<file path="src/pkg/idle_regs_pkg.sv">
/*
 Constants for the management register group of a single-pair 100 Mb/s line interface:
 byte addresses, field positions, reset values and the test-mode encodings.
 Assumes a 32-bit AXI4-Lite slave in front; registers are 16 bits in the low half.
*/
//
// Overview of operation
// - Role bit fourteen: one master, zero slave
// - Role bit reset value follows package strap
// - Type field reads zero for 100BASE-T1
// - Test mode field encodes five legal modes
// - Soft reset clears coding registers and core
// - Soft reset bit writable and self-clearing
// - Soft reset forces loopback bit to zero
// - Bit ten permits receive clock stopping
// - Transmit idle seen latches until read
// - Receive idle seen latches until read
// - Transmit idle live shown unlatched
// - Receive idle live shown unlatched
// - Transmit clock stoppable read-only indication
package idle_regs_pkg;
	// ************************************************************
	// Register offsets, indexes times four
	// ************************************************************
	localparam logic [15:0] IDX_ROLE = 16'h1834;
	localparam logic [15:0] IDX_TEST = 16'h1836;
	localparam logic [15:0] IDX_CTRL = 16'h3000;
	localparam logic [15:0] IDX_STAT = 16'h3001;
	localparam logic [17:0] ADDR_ROLE = {IDX_ROLE, 2'b00};
	localparam logic [17:0] ADDR_TEST = {IDX_TEST, 2'b00};
	localparam logic [17:0] ADDR_CTRL = {IDX_CTRL, 2'b00};
	localparam logic [17:0] ADDR_STAT = {IDX_STAT, 2'b00};
	// Own registers for interrupt status and mask
	localparam logic [17:0] ADDR_IRQ_STAT = 18'h0_0100;
	localparam logic [17:0] ADDR_IRQ_MASK = 18'h0_0104;
	// ************************************************************
	// Field positions
	// ************************************************************
	localparam int ROLE_MAN_BIT = 15;
	localparam int ROLE_SEL_BIT = 14;
	localparam int TEST_LSB = 13;
	localparam int CTRL_RST_BIT = 15;
	localparam int CTRL_LOOP_BIT = 14;
	localparam int CTRL_RXSTOP_BIT = 10;
	localparam int STAT_TXSEEN_BIT = 11;
	localparam int STAT_RXSEEN_BIT = 10;
	localparam int STAT_TXLIVE_BIT = 9;
	localparam int STAT_RXLIVE_BIT = 8;
	localparam int STAT_TXSTOP_BIT = 6;
	// ************************************************************
	// Reset values and codes
	// ************************************************************
	localparam logic [3:0] TYPE_100BT1 = 4'h0;
	localparam logic [15:0] TEST_RESET = 16'h0000;
	localparam logic [15:0] CTRL_RESET = 16'h0000;
	localparam logic [1:0] AXI_OKAY = 2'b00;
	localparam logic [1:0] AXI_SLVERR = 2'b10;
	typedef enum logic [2:0] {
		TM_NORMAL = 3'h0,
		TM_1 = 3'h1,
		TM_2 = 3'h2,
		TM_4 = 3'h4,
		TM_5 = 3'h5
	} test_mode_e;
endpackage

</file>
<file path="src/core/pma_pcs_control_status_regs.sv">
/*
 Management register group: role, test mode, coding-layer control and idle status,
 reached over AXI4-Lite, with a sticky interrupt for idle events.
 Assumes synchronous inputs and strap pins stable around reset release.
*/
`timescale 1ns/1ps
module pma_pcs_control_status_regs #(
	parameter int ADDR_W = 18
) (
	// Clock and reset
	input wire logic clock_i,
	input wire logic resetn_i,
	// Straps and package select
	input wire logic pkg36_i,
	input wire logic led0_bootstrap_i,
	input wire logic rxdata3_bootstrap_i,
	// Coding-path idle indications
	input wire logic tx_idle_i,
	input wire logic rx_idle_i,
	input wire logic tx_clock_stoppable_i,
	// Line data for loopback
	input wire logic [3:0] tx_data_i,
	input wire logic [3:0] line_rx_data_i,
	// Control outputs
	output logic phy_role_select_o,
	output logic [2:0] test_mode_o,
	output logic core_reset_o,
	output logic coding_layer_loopback_o,
	output logic rx_clock_stop_allow_o,
	output logic [3:0] rx_data_o,
	output logic irq_o,
	// AXI4-Lite write address, data and response
	input wire logic [ADDR_W-1:0] s_axi_awaddr,
	input wire logic s_axi_awvalid,
	output logic s_axi_awready,
	input wire logic [31:0] s_axi_wdata,
	input wire logic [3:0] s_axi_wstrb,
	input wire logic s_axi_wvalid,
	output logic s_axi_wready,
	output logic [1:0] s_axi_bresp,
	output logic s_axi_bvalid,
	input wire logic s_axi_bready,
	// AXI4-Lite read
	input wire logic [ADDR_W-1:0] s_axi_araddr,
	input wire logic s_axi_arvalid,
	output logic s_axi_arready,
	output logic [31:0] s_axi_rdata,
	output logic [1:0] s_axi_rresp,
	output logic s_axi_rvalid,
	input wire logic s_axi_rready
);
	// ************************************************************
	// Write channel capture
	// ************************************************************
	logic aw_held; // Address captured
	logic w_held; // Data captured
	logic [ADDR_W-1:0] aw_addr;
	logic [15:0] w_data;
	logic [1:0] w_strb;
	logic wr_fire; // Both halves present, response free
	logic rd_fire;
	logic strap_pending; // Strap sampling pending after reset
	logic soft_reset; // One-cycle soft reset of coding group
	logic role_sel;
	logic [2:0] test_mode;
	logic [12:0] test_rsvd;
	logic loopback;
	logic rx_stop;
	logic tx_seen;
	logic rx_seen;
	logic [1:0] irq_stat;
	logic [1:0] irq_mask;
	logic stat_read; // Idle status is being read

	// Merge byte lanes into a 16-bit register
	function automatic logic [15:0] merge(input logic [15:0] old, input logic [15:0] nv,
		input logic [1:0] strb);
		merge = {strb[1] ? nv[15:8] : old[15:8], strb[0] ? nv[7:0] : old[7:0]};
	endfunction

	assign s_axi_awready = !aw_held;
	assign s_axi_wready = !w_held;
	assign wr_fire = aw_held && w_held && !s_axi_bvalid;
	assign s_axi_arready = !s_axi_rvalid;
	assign rd_fire = s_axi_arvalid && s_axi_arready;
	assign stat_read = rd_fire && (s_axi_araddr == ADDR_W'(idle_regs_pkg::ADDR_STAT));

	// Hold address until paired with data, either order
	always_ff @(posedge clock_i) begin
		if (!resetn_i) begin
			aw_held <= 1'b0;
			aw_addr <= '0;
		end else if (s_axi_awvalid && s_axi_awready) begin
			aw_held <= 1'b1;
			aw_addr <= s_axi_awaddr;
		end else if (wr_fire) begin
			aw_held <= 1'b0;
		end
	end

	// Hold data until paired with address
	always_ff @(posedge clock_i) begin
		if (!resetn_i) begin
			w_held <= 1'b0;
			w_data <= '0;
			w_strb <= '0;
		end else if (s_axi_wvalid && s_axi_wready) begin
			w_held <= 1'b1;
			w_data <= s_axi_wdata[15:0];
			w_strb <= s_axi_wstrb[1:0];
		end else if (wr_fire) begin
			w_held <= 1'b0;
		end
	end

	// Write response; unmapped addresses answer SLVERR
	always_ff @(posedge clock_i) begin
		if (!resetn_i) begin
			s_axi_bvalid <= 1'b0;
			s_axi_bresp <= idle_regs_pkg::AXI_OKAY;
		end else if (wr_fire) begin
			s_axi_bvalid <= 1'b1;
			unique case (aw_addr)
				ADDR_W'(idle_regs_pkg::ADDR_ROLE), ADDR_W'(idle_regs_pkg::ADDR_TEST),
				ADDR_W'(idle_regs_pkg::ADDR_CTRL), ADDR_W'(idle_regs_pkg::ADDR_STAT),
				ADDR_W'(idle_regs_pkg::ADDR_IRQ_STAT),
				ADDR_W'(idle_regs_pkg::ADDR_IRQ_MASK): s_axi_bresp <= idle_regs_pkg::AXI_OKAY;
				default: s_axi_bresp <= idle_regs_pkg::AXI_SLVERR;
			endcase
		end else if (s_axi_bready) begin
			s_axi_bvalid <= 1'b0;
		end
	end

	// Decoded write strobes
	logic wr_role, wr_test, wr_ctrl, wr_istat, wr_imask;
	assign wr_role = wr_fire && (aw_addr == ADDR_W'(idle_regs_pkg::ADDR_ROLE));
	assign wr_test = wr_fire && (aw_addr == ADDR_W'(idle_regs_pkg::ADDR_TEST));
	assign wr_ctrl = wr_fire && (aw_addr == ADDR_W'(idle_regs_pkg::ADDR_CTRL));
	assign wr_istat = wr_fire && (aw_addr == ADDR_W'(idle_regs_pkg::ADDR_IRQ_STAT));
	assign wr_imask = wr_fire && (aw_addr == ADDR_W'(idle_regs_pkg::ADDR_IRQ_MASK));

	// ************************************************************
	// Role register
	// ************************************************************
	// Strap is sampled one clock after release, never under reset itself
	always_ff @(posedge clock_i) begin
		if (!resetn_i) begin
			strap_pending <= 1'b1;
			role_sel <= 1'b0;
		end else if (strap_pending) begin
			strap_pending <= 1'b0;
			role_sel <= pkg36_i ? led0_bootstrap_i : rxdata3_bootstrap_i;
		end else if (wr_role && w_strb[1]) begin
			role_sel <= w_data[idle_regs_pkg::ROLE_SEL_BIT];
		end
	end
	assign phy_role_select_o = role_sel;

	// ************************************************************
	// Test mode register
	// ************************************************************
	// Reserved codes are stored; the line logic treats them as normal
	always_ff @(posedge clock_i) begin
		if (!resetn_i) begin
			{test_mode, test_rsvd} <= idle_regs_pkg::TEST_RESET;
		end else if (wr_test) begin
			{test_mode, test_rsvd} <= merge({test_mode, test_rsvd}, w_data, w_strb);
		end
	end

	// Only legal codes reach the line
	always_comb begin
		unique case (test_mode)
			idle_regs_pkg::TM_1, idle_regs_pkg::TM_2, idle_regs_pkg::TM_4,
			idle_regs_pkg::TM_5: test_mode_o = test_mode;
			default: test_mode_o = idle_regs_pkg::TM_NORMAL;
		endcase
	end

	// ************************************************************
	// Coding-layer control
	// ************************************************************
	// Soft reset pulses one cycle then reads back as zero
	always_ff @(posedge clock_i) begin
		if (!resetn_i) begin
			soft_reset <= 1'b0;
		end else begin
			soft_reset <= wr_ctrl && w_strb[1] && w_data[idle_regs_pkg::CTRL_RST_BIT];
		end
	end
	assign core_reset_o = soft_reset;

	// Loopback and clock-stop permission; soft reset wins over writes
	always_ff @(posedge clock_i) begin
		if (!resetn_i) begin
			loopback <= idle_regs_pkg::CTRL_RESET[idle_regs_pkg::CTRL_LOOP_BIT];
			rx_stop <= idle_regs_pkg::CTRL_RESET[idle_regs_pkg::CTRL_RXSTOP_BIT];
		end else if (soft_reset) begin
			loopback <= 1'b0;
			rx_stop <= idle_regs_pkg::CTRL_RESET[idle_regs_pkg::CTRL_RXSTOP_BIT];
		end else if (wr_ctrl && w_strb[1]) begin
			loopback <= w_data[idle_regs_pkg::CTRL_LOOP_BIT];
			rx_stop <= w_data[idle_regs_pkg::CTRL_RXSTOP_BIT];
		end
	end
	assign coding_layer_loopback_o = loopback;
	assign rx_clock_stop_allow_o = rx_stop;

	// Receive data path: loopback returns transmit data
	always_ff @(posedge clock_i) begin
		if (!resetn_i) begin
			rx_data_o <= '0;
		end else begin
			rx_data_o <= loopback ? tx_data_i : line_rx_data_i;
		end
	end

	// ************************************************************
	// Idle status latches
	// ************************************************************
	// Read clears, but a live condition at the read keeps the flag set
	always_ff @(posedge clock_i) begin
		if (!resetn_i || soft_reset) begin
			tx_seen <= 1'b0;
			rx_seen <= 1'b0;
		end else begin
			tx_seen <= tx_idle_i || (tx_seen && !stat_read);
			rx_seen <= rx_idle_i || (rx_seen && !stat_read);
		end
	end

	// ************************************************************
	// Interrupt status and mask
	// ************************************************************
	// Bit 0 transmit idle entry, bit 1 receive idle entry; set wins over clear
	always_ff @(posedge clock_i) begin
		if (!resetn_i) begin
			irq_stat <= '0;
		end else begin
			irq_stat <= {rx_idle_i && !rx_seen, tx_idle_i && !tx_seen}
				| (irq_stat & ~((wr_istat && w_strb[0]) ? w_data[1:0] : 2'b00));
		end
	end

	// Mask: one keeps the bit off the interrupt line
	// Reset leaves every source unmasked, so software masks what it ignores
	always_ff @(posedge clock_i) begin
		if (!resetn_i) begin
			irq_mask <= '0;
		end else if (wr_imask && w_strb[0]) begin
			irq_mask <= w_data[1:0];
		end
	end
	assign irq_o = |(irq_stat & ~irq_mask);

	// ************************************************************
	// Read channel
	// ************************************************************
	// Read data registered, answered one cycle after the address is taken
	always_ff @(posedge clock_i) begin
		if (!resetn_i) begin
			s_axi_rvalid <= 1'b0;
			s_axi_rdata <= '0;
			s_axi_rresp <= idle_regs_pkg::AXI_OKAY;
		end else if (rd_fire) begin
			s_axi_rvalid <= 1'b1;
			s_axi_rresp <= idle_regs_pkg::AXI_OKAY;
			s_axi_rdata <= '0;
			unique case (s_axi_araddr)
				ADDR_W'(idle_regs_pkg::ADDR_ROLE): begin
					s_axi_rdata[idle_regs_pkg::ROLE_MAN_BIT] <= 1'b1;
					s_axi_rdata[idle_regs_pkg::ROLE_SEL_BIT] <= role_sel;
					s_axi_rdata[3:0] <= idle_regs_pkg::TYPE_100BT1;
				end
				ADDR_W'(idle_regs_pkg::ADDR_TEST): begin
					s_axi_rdata[15:0] <= {test_mode, test_rsvd};
				end
				ADDR_W'(idle_regs_pkg::ADDR_CTRL): begin
					s_axi_rdata[idle_regs_pkg::CTRL_LOOP_BIT] <= loopback;
					s_axi_rdata[idle_regs_pkg::CTRL_RXSTOP_BIT] <= rx_stop;
				end
				ADDR_W'(idle_regs_pkg::ADDR_STAT): begin
					s_axi_rdata[idle_regs_pkg::STAT_TXSEEN_BIT] <= tx_seen || tx_idle_i;
					s_axi_rdata[idle_regs_pkg::STAT_RXSEEN_BIT] <= rx_seen || rx_idle_i;
					s_axi_rdata[idle_regs_pkg::STAT_TXLIVE_BIT] <= tx_idle_i;
					s_axi_rdata[idle_regs_pkg::STAT_RXLIVE_BIT] <= rx_idle_i;
					s_axi_rdata[idle_regs_pkg::STAT_TXSTOP_BIT] <= tx_clock_stoppable_i;
				end
				ADDR_W'(idle_regs_pkg::ADDR_IRQ_STAT): s_axi_rdata[1:0] <= irq_stat;
				ADDR_W'(idle_regs_pkg::ADDR_IRQ_MASK): s_axi_rdata[1:0] <= irq_mask;
				default: s_axi_rresp <= idle_regs_pkg::AXI_SLVERR;
			endcase
		end else if (s_axi_rready) begin
			s_axi_rvalid <= 1'b0;
		end
	end
endmodule

</file>
<file path="config.mk">
export PLATFORM = sky130hd
export DESIGN_NAME = pma_pcs_control_status_regs
export DESIGN_NICKNAME = d
export VERILOG_FILES = /design/src/pkg/idle_regs_pkg.sv /design/src/core/pma_pcs_control_status_regs.sv
export SDC_FILE = /design/constraint.sdc
export NUM_CORES = 1
export LEC_CHECK = 0
export BUFFER_PORTS_ARGS = -buffer_cell sky130_fd_sc_hd__buf_2
export CORE_UTILIZATION = 30
export DETAILED_ROUTE_END_ITERATION = 8
export PLACE_DENSITY_LB_ADDON = 0.3
export SLEW_MARGIN = 30
export SYNTH_ARGS = -nofsm -noshare
export SYNTH_HDL_FRONTEND = slang
export SYNTH_SLANG_ARGS = --single-unit
export TNS_END_PERCENT = 50
</file>
<file path="constraint.sdc">
create_clock -name clock_i -period 4.2 [get_ports clock_i]
set_clock_uncertainty 0.15 [all_clocks]
set_input_delay 0.84 -clock clock_i [delete_from_list [all_inputs] [get_ports clock_i]]
set_output_delay 0.84 -clock clock_i [all_outputs]
set_load 0.05 [all_outputs]
</file>
==> results.toml, run 1 <==
[finish]
finalNonFillerCells = 748
regArea_um2 = 1782
area_growth_pct = 23.19
multiInputGateArea_um2 = 1926
n_fill_cell = 1334
nets = 664
final_cell_area_um2 = 4852
utilization_pct = 38.14
diodes = 0
drive_gt1_share_pct = 25.35

[critical_path]
required_ps = 4320
critPathLaunch = "s_axi_araddr[0]"
criticalPathCategory = "primary input to flop"
slowest_stage = "nor4_4"
cp_max_fo = 17
crit_family = "simple AND/OR/NAND/NOR gates"
worstReg2RegStart = "aw_addr[3]"
worst_setup_path_start_kind = "primary input"
end_kind = "flop"
cp_cell_sequence = "buf_2 -> or4_4 -> nor4_4 -> nand4_1 -> a31oi_1"
slowest_delay_ps = 750
crit_buf_inv = 1
crit_arrival_ps = 2740

[synthesis]
yosysSeqAreaShare_pct = 45.24
netlist_top_cells_area = "dfxtp_1 (45%), nand2_1 (9.1%), a21oi_1 (8.6%), nand4_1 (5.6%), buf_4 (3.6%)"
synth_area_per_cell_um2 = 8.240
synth_fa_ha_area_share_pct = 0
yosysUniqueCellTypes = 52
yosys.area.top_type_share_pct = 45.24
muxShareOfSynthArea_pct = 2.319
synth-compound-area-share_pct = 17.50
synth_top_area_cell = "dfxtp_1"
synthFlopType = "dfxtp_1"
yosysMostFrequentCell = "nand2_1"
synthSimpleGateAreaFrac_pct = 27.22
async_flop_share_pct = 0
synth_top_family_by_area = "simple AND/OR/NAND/NOR gates"
syn_inst = 478
synthXorXnorAreaFrac_pct = 0
yosysWarnings = 0
netlist_area_um2 = 3939
synth_common_cells = "nand2_1 (95), dfxtp_1 (89), a21oi_1 (68)"
synth-seq-cells = 89
synth-edff-count = 0

[power]
power_frac_seq_pct = 45.9
power_density_nw_per_um2 = 406.0
swShare_pct = 27.50
p_leak_nw = 1.921
clockPowerShare_pct = 41.4
vdd.ir_drop.worst_mv = 0.2127
intPower_mw = 1.428
power_mw = 1.970
p_comb_share_pct = 12.6
p_switching_mw = 0.5418

[sta]
timing.final.ws_setup_ps = 1580
rsz0062_at_grt = "no"
finalSetupTns_ps = 0
hold_ws_ps = 299.4
worstMarginPinSlew_ps = 901.9
finalCritPeriodShare_pct = 62.37
fmax_mhz = 381.7
slew-limit-headroom_pct = 39.78
hold_violations = 0
fin_crit_ps = 2620
setup_violations = 0
report.final.slew_viol_count = 0

[global_route]
grt_pass1_vias = 3331
grtUsageTotal_pct = 16.53
grt_max_degree = 52
grt_pass1_wl_um = 17130
antenna_found_initial = 0
overflow = 0

[placed_design]
hpwl_um = 7897
placed_cell_area_um2 = 4547
routabilityCongestion = 0.7959
portBuffers = 109
pre_cts_slack_ps = 1211
dp.cells = 732

[clocking]
cts_hold_buf = 0
clk_pin_slew_worst_paths_ps = 70
clk_path_buf_depth = 2
cts_resized = 0
cts_tree = "built"
cts_setup_buffers = 0
clk_latency_ps = 340
clkSinkCount = 89
cts_buffers = 9
cts_root_buf = "clkbuf_16"
cts-htree-levels = 3

[die]
ioPinCount = 146
dieHeight_um = 116.6
fp.coreArea_um2 = 12720
start_util_pct = 30.96
die_w_um = 116.6
dieArea_um2 = 13590
num_rows = 41

[worst_hold_path]
hold_start = "s_axi_rdata[15]"
hold_path.class = "flop to flop"

[detailed_routing]
drt_iter0_markers = 221
drc = 0
via_per_inst = 4.971
final_antenna_net_count = 0
firstDrtPassIters = 4
dr_total_vias = 3718
wl_um = 10770
wire_per_inst_um = 14.39

[status]
status = "completed"

[flow_run]
cap_viol_max_count = 0
==> power groups by stage <==
stage	Clock (mW)	Sequential (mW)	Combinational [mW]
final	0.816	0.905	0.248
after global routing	0.884	0.909	0.273
after CTS	0.837	0.905	0.250
after detailed placement	0	0.924	0.249
after global placement	0	0.922	0.244
after floorplan	0	0.936	0.168
==> sequential cells by signal, summed over array words and instances, names as in the netlist <==
signal                   flops
w_held                       1
irq_stat                     2
aw_addr                     18
test_rsvd                   13
irq_mask                     2
strap_pending                1
core_reset_o                 1
coding_layer_loopback_o      1
s_axi_rresp                  1
s_axi_bvalid                 1
rx_data_o                    4
rx_clock_stop_allow_o        1
s_axi_bresp                  1
aw_held                      1
w_strb                       2
phy_role_select_o            1
w_data                      16
rx_seen                      1
test_mode                    3
tx_seen                      1
s_axi_rdata                 16
s_axi_rvalid                 1
==> final timing paths <==
kind                     endpoint  slack, ps  depth (start not counted)
setup / recovery   s_axi_rdata[6]       1580                          5
hold / removal    s_axi_rdata[15]        300                          2
setup reg to reg     test_rsvd[5]       1940                          3
hold reg to reg   s_axi_rdata[15]        300                          2
==> cells by family (layout without fill, tap and decap cells) <==
logic type	count (synthesis)	after routing
compound gates	117	117
buf+inv	61	142
other cells	1	18
mux	9	9
simple gates	201	201
flops	89	89
==> layout make-up <==
class                      instances  area share, %
multi-input combinational        345          39.69
sequential                        89          36.72
timing repair buffer             113          11.86
clock buffer                      10          4.925
tap                              172          4.435
clock inverter                     6          1.367
inverter                          13          1.006
==> worst register-to-register path, stage by stage (launching register included) <==
cell and delay [ps]:
dfxtp_1 800, clkinv_1 640, o31ai_1 400, a21oi_1 110
==> layout by cell type (no fill, tap or decap), types with 2 or more instances in the layout <==
| cell type | count |
|---|---|
| a211oi_1 | 2 |
| a21oi_1 | 68 |
| a22oi_1 | 3 |
| a31o_2 | 2 |
| a31oi_1 | 7 |
| and4_1 | 5 |
| and4b_1 | 2 |
| buf_2 | 109 |
| buf_4 | 4 |
| clkbuf_16 | 9 |
| clkinvlp_4 | 3 |
| conb_1 | 18 |
| dfxtp_1 | 89 |
| inv_1 | 11 |
| mux2i_1 | 8 |
| nand2_1 | 95 |
| nand2b_1 | 2 |
| nand3_1 | 12 |
| nand4_1 | 35 |
| nor2_1 | 16 |
| nor2b_1 | 5 |
| nor2b_2 | 2 |
| nor3_1 | 2 |
| nor4_4 | 2 |
| o2111ai_1 | 3 |
| o21ai_0 | 10 |
| o31ai_1 | 16 |
| or2_2 | 2 |
| or4_1 | 4 |
| or4_4 | 2 |
==> layer usage <==
layer | global-route usage [%] | part of all wire, % | up-vias
li1 | - | - | 1870
met1 | 23.35 | 48 | 1693
met4 | 4.810 | 1.7 | 0
met3 | 4.567 | 7.8 | 16
met2 | 24.42 | 43 | 139
met5 | 0 | 0 | -
(Power assumes the default switching activity.)
==> run 2: changes to the inputs <==
==> constraint.sdc (replaced) <==
create_clock -name clock_i -period 2.15 [get_ports clock_i]
set_clock_uncertainty 0.15 [all_clocks]
set_input_delay 0.43 -clock clock_i [delete_from_list [all_inputs] [get_ports clock_i]]
set_output_delay 0.43 -clock clock_i [all_outputs]
set_load 0.05 [all_outputs]
==> run 2 against run 1 <==
Compared with the run above: non-clock buffer count increased by 14; setup slack worse by 1600 ps; wire length increased by 0.51%; core utilization rose by 1.1 points; sequential power is 94% higher; design area rose by 2.8%; global-route usage shrank 0.40 points; critical path type is now flop to flop; highest routed layer unchanged; final cell count rose by 1.9%; flip-flop and latch count is the same; count of clock-buffer cells in the layout rose by 3.
==> results.toml, run 2 (synthesized netlist as in run 1, its figures left out) <==
[placed_design]
portBuffers = 109
pre_cts_slack_ps = -67.36
hpwl_um = 8112
routabilityCongestion = 0.7854

[die]
fp.coreArea_um2 = 12720
dieHeight_um = 116.6
die_w_um = 116.6
start_util_pct = 30.96
num_rows = 41
ioPinCount = 146
dieArea_um2 = 13590

[detailed_routing]
dr_total_vias = 3689
firstDrtPassIters = 4
drc = 0
wire_per_inst_um = 14.20
drt_iter0_markers = 207
wl_um = 10820
final_antenna_net_count = 0
via_per_inst = 4.841

[finish]
top_register = "aw_addr"
final_cell_mix = "buf_2 (109), nand2_1 (95), dfxtp_1 (87)"
area_growth_pct = 26.65
final_common_cell = "buf_2"
nets = 678
multiInputGateArea_um2 = 1929
drive_gt1_share_pct = 27.29
top_regs = "aw_addr x18, s_axi_rdata x16, w_data x16"
utilization_pct = 39.21
diodes = 0
regArea_um2 = 1784
n_fill_cell = 1317
largest_reg_flops = 18

[global_route]
grt_max_degree = 25
grtUsageTotal_pct = 16.13
antenna_found_initial = 0
overflow = 0
grt_pass1_wl_um = 16760
grt_pass1_vias = 3259

[worst_hold_path]
hold_path.class = "primary input to flop"

[sta]
fmax_mhz = 471.3
fin_crit_ps = 2122
slew-limit-headroom_pct = 59.70
hold_violations = 0
finalCritPeriodShare_pct = 98.68
rsz0062_at_grt = "yes"
report.final.slew_viol_count = 0
timing.final.ws_setup_ps = 28.41
setup_violations = 0
worstMarginPinSlew_ps = 603.1

[clocking]
cts_buffers = 9
clk_latency_ps = 340
cts-htree-levels = 3
clk_pin_slew_worst_paths_ps = 60
clkSinkCount = 89
cts_hold_buf = 0
cts_root_buf = "clkbuf_16"
clk_path_buf_depth = 2
cts_setup_buffers = 0
cts_tree = "built"

[critical_path]
worst_setup_path_start_kind = "flop"
required_ps = 2260
slowest_delay_ps = 570
slowest_stage = "or4_4"
crit_arrival_ps = 2230
crit_top_cell = "or4_4"
cp_max_fo = 5
crit_buf_inv = 0
cp_cell_sequence = "or4_4 -> or4_4 -> nor3_4 -> mux2i_1"
crit_family = "simple AND/OR/NAND/NOR gates"
end_kind = "flop"
criticalPathCategory = "flop to flop"

[status]
status = "completed"

[power]
power_density_nw_per_um2 = 786.0
p_leak_nw = 2.009
power_mw = 3.921
vdd.ir_drop.worst_mv = 0.2790

[flow_run]
cap_viol_max_count = 0
[run 2: changes by cell type in the layout (fill, tap and decap cells not counted), moves of 2 or more]
cell,change
clkinvlp_4,-3
dfxtp_2,+2
buf_4,+13
clkinv_4,+2
dfxtp_1,-2
clkbuf_8,+2
nor2b_2,-2
nor2b_1,+2
[run 2: final cells by class]
| cell class | count | share of cell area (%) |
|---|---|---|
| multi-input cells | 345 | 38.68 |
| flip-flops and latches | 89 | 35.77 |
| repair buffers | 127 | 13.90 |
| clock buffers | 13 | 5.418 |
| well taps | 172 | 4.314 |
| inverters | 13 | 0.9782 |
| clock inverters | 3 | 0.9531 |
[run 2: power breakdown]
part / internal (mW) / switching, mW / leakage, nW
clock network: 1.00 / 0.645 / 0.156
registers: 1.71 / 0.0491 / 0.728
logic: 0.161 / 0.352 / 1.13
total: 2.88 / 1.05 / 2.01
[run 2: path summary, 6_finish.rpt]
| kind | start | to | slack, ps | cells after the start |
|---|---|---|---|---|
| setup / recovery | aw_addr[11] | irq_mask[0] | 30 | 4 |
| hold / removal | s_axi_rready | s_axi_rvalid | 130 | 2 |
| setup reg to reg | aw_addr[11] | irq_mask[0] | 30 | 4 |
| hold reg to reg | s_axi_rdata[13] | s_axi_rdata[13] | 300 | 2 |
[run 2: per-layer routing]
layer  vias to the layer above  track usage (%)  part of all wire (%)
met1                      1659            22.81                    47
met5                         -                0                     0
met2                       130            24.65                    45
met4                         0            4.304                  0.65
li1                       1894                -                     -
met3                         6            3.581                   7.1
[run 2: per-stage QoR]
stage          area (µm²)  hold WS, ps  cells  setup TNS [ps]
2_1_floorplan        4003        282.4    495               0
3_3_place_gp         4659        291.9    746          -156.9
3_5_place_dp         4659        296.1    746          -148.2
4_1_cts              4982        124.3    762               0
5_1_grt              4989        128.9    762          -141.4
6_report             4989        131.2    762               0
[run 2: what timing repair did]
action                                 in CTS  in global routing
setup endpoints to repair                   2                  6
pin swaps                                   0                  3
endpoints found under the hold margin       0                  0
resized for setup                           1                  3
[run 2: worst reg2reg max path, cell delays in order (launching register included)]
cell	delay (ps)
dfxtp_2	330
or4_4	530
or4_4	570
nor3_4	260
mux2i_1	200
==> run 3: changes to the inputs <==
==> constraint.sdc (replaced) <==
create_clock -name clock_i -period 2.15 [get_ports clock_i]
set_clock_uncertainty 0.15 [all_clocks]
set_input_delay 0.3225 -clock clock_i [delete_from_list [all_inputs] [get_ports clock_i]]
set_output_delay 0.3225 -clock clock_i [all_outputs]
set_load 0.05 [all_outputs]
==> run 3 against run 2 <==
Compared with the run above: clock power fell by 11%; flip-flop and latch count did not move; setup slack better by 13 ps; count of clock-buffer cells in the layout fell by 3.
==> results.toml, run 3 (synthesized netlist as in run 1, its figures left out) <==
[status]
status = "completed"

[detailed_routing]
via_per_inst = 4.917
firstDrtPassIters = 4
dr_total_vias = 3742
wl_um = 10890
wire_per_inst_um = 14.31
drc = 0
drt_iter0_markers = 188
final_antenna_net_count = 0

[critical_path]
crit_arrival_ps = 2230
worst_setup_path_start_kind = "flop"
required_ps = 2270
criticalPathCategory = "flop to flop"
end_kind = "flop"
cp_max_fo = 5

[finish]
top_regs = "aw_addr x18, s_axi_rdata x16, w_data x16"
multiInputGateArea_um2 = 1926
largest_reg_flops = 18
nets = 677
top_register = "aw_addr"
regArea_um2 = 1782
area_growth_pct = 25.41
final_common_cell = "buf_2"
diodes = 0
drive_gt1_share_pct = 26.83
final_cell_mix = "buf_2 (109), nand2_1 (95), dfxtp_1 (89)"
n_fill_cell = 1352
final_cell_area_um2 = 4940

[worst_hold_path]
hold_path.class = "primary input to flop"

[sta]
worstMarginPinSlew_ps = 588.1
hold_violations = 0
rsz0062_at_grt = "yes"
report.final.slew_viol_count = 0
finalCritPeriodShare_pct = 98.08
fmax_mhz = 474.2
finalSetupTns_ps = 0
fin_crit_ps = 2109
timing.final.ws_setup_ps = 41.29
slew-limit-headroom_pct = 60.70
setup_violations = 0

[placed_design]
hpwl_um = 8273
pre_cts_slack_ps = 24.54
routabilityCongestion = 0.8203
portBuffers = 109
placed_cell_area_um2 = 4652

[clocking]
clk_pin_slew_worst_paths_ps = 70
cts_setup_buffers = 0
cts-htree-levels = 3
clkSinkCount = 89
cts_root_buf = "clkbuf_16"
clk_path_buf_depth = 2
cts_tree = "built"
cts_buffers = 9
cts_hold_buf = 0
clk_latency_ps = 340

[global_route]
grt_max_degree = 31
grtUsageTotal_pct = 16.39
grt_pass1_vias = 3374
grt_pass1_wl_um = 16910
antenna_found_initial = 0
overflow = 0

[power]
power_mw = 3.743
vdd.ir_drop.worst_mv = 0.4232
p_leak_nw = 1.974
power_density_nw_per_um2 = 757.8

[die]
dieHeight_um = 116.6
start_util_pct = 30.96
die_w_um = 116.6
num_rows = 41
fp.coreArea_um2 = 12720
dieArea_um2 = 13590
ioPinCount = 146

[flow_run]
cap_viol_max_count = 0
## run 3: timing repair
| action | CTS | global route |
|---|---|---|
| setup endpoints to repair | 0 | 4 |
| resized for setup | 0 | 1 |
| endpoints found under the hold margin | 0 | 0 |
## run 3: critical path, stage by stage (launching register included)
cell     delay [ps]
dfxtp_1         330
or4_1           580
or4_4           560
nor3_4          230
mux2i_1         200
## run 3: power by group
part           leakage, nW  switching, mW  internal, mW
combinational         1.12          0.349         0.158
clock                0.127          0.659         0.814
sequential           0.727         0.0506          1.71
total                 1.97           1.06          2.68
## run 3: final cells by class
cell class / instances / share of cell area [%]
clock buffers: 10 / 4.838
inverters: 13 / 0.9878
well taps: 172 / 4.357
flip-flops and latches: 89 / 36.07
multi-input cells: 345 / 38.98
clock inverters: 6 / 0.8865
repair buffers: 126 / 13.88
## run 3: metrics by stage
| step | std cells | hold WS (ps) | utilization (%) |
|---|---|---|---|
| global route | 761 | 14.78 | 38.83 |
| global placement | 745 | 291.4 | 36.57 |
| finish | 761 | 17.08 | 38.83 |
| detailed placement | 745 | 294.0 | 36.57 |
| floorplan | 495 | 272.6 | - |
| CTS | 761 | 1.973 | 38.79 |
## run 3: final timing paths
check                               startpoint              to  slack, ps  cells past startpoint
worst max-delay path                aw_addr[9]     irq_mask[1]         40                      4
worst min-delay path              s_axi_rready    s_axi_rvalid         20                      2
worst max register to register      aw_addr[9]     irq_mask[1]         40                      4
worst min register to register  s_axi_rdata[3]  s_axi_rdata[3]        300                      2
## run 3: routing by layer
layer	up-vias	routed length (µm)	GRT usage (%)
met2	123	4895	25.60
met5	-	0	0
met4	0	106	4.810
met3	7	577	3.736
li1	1894	-	-
met1	1718	5308	22.50
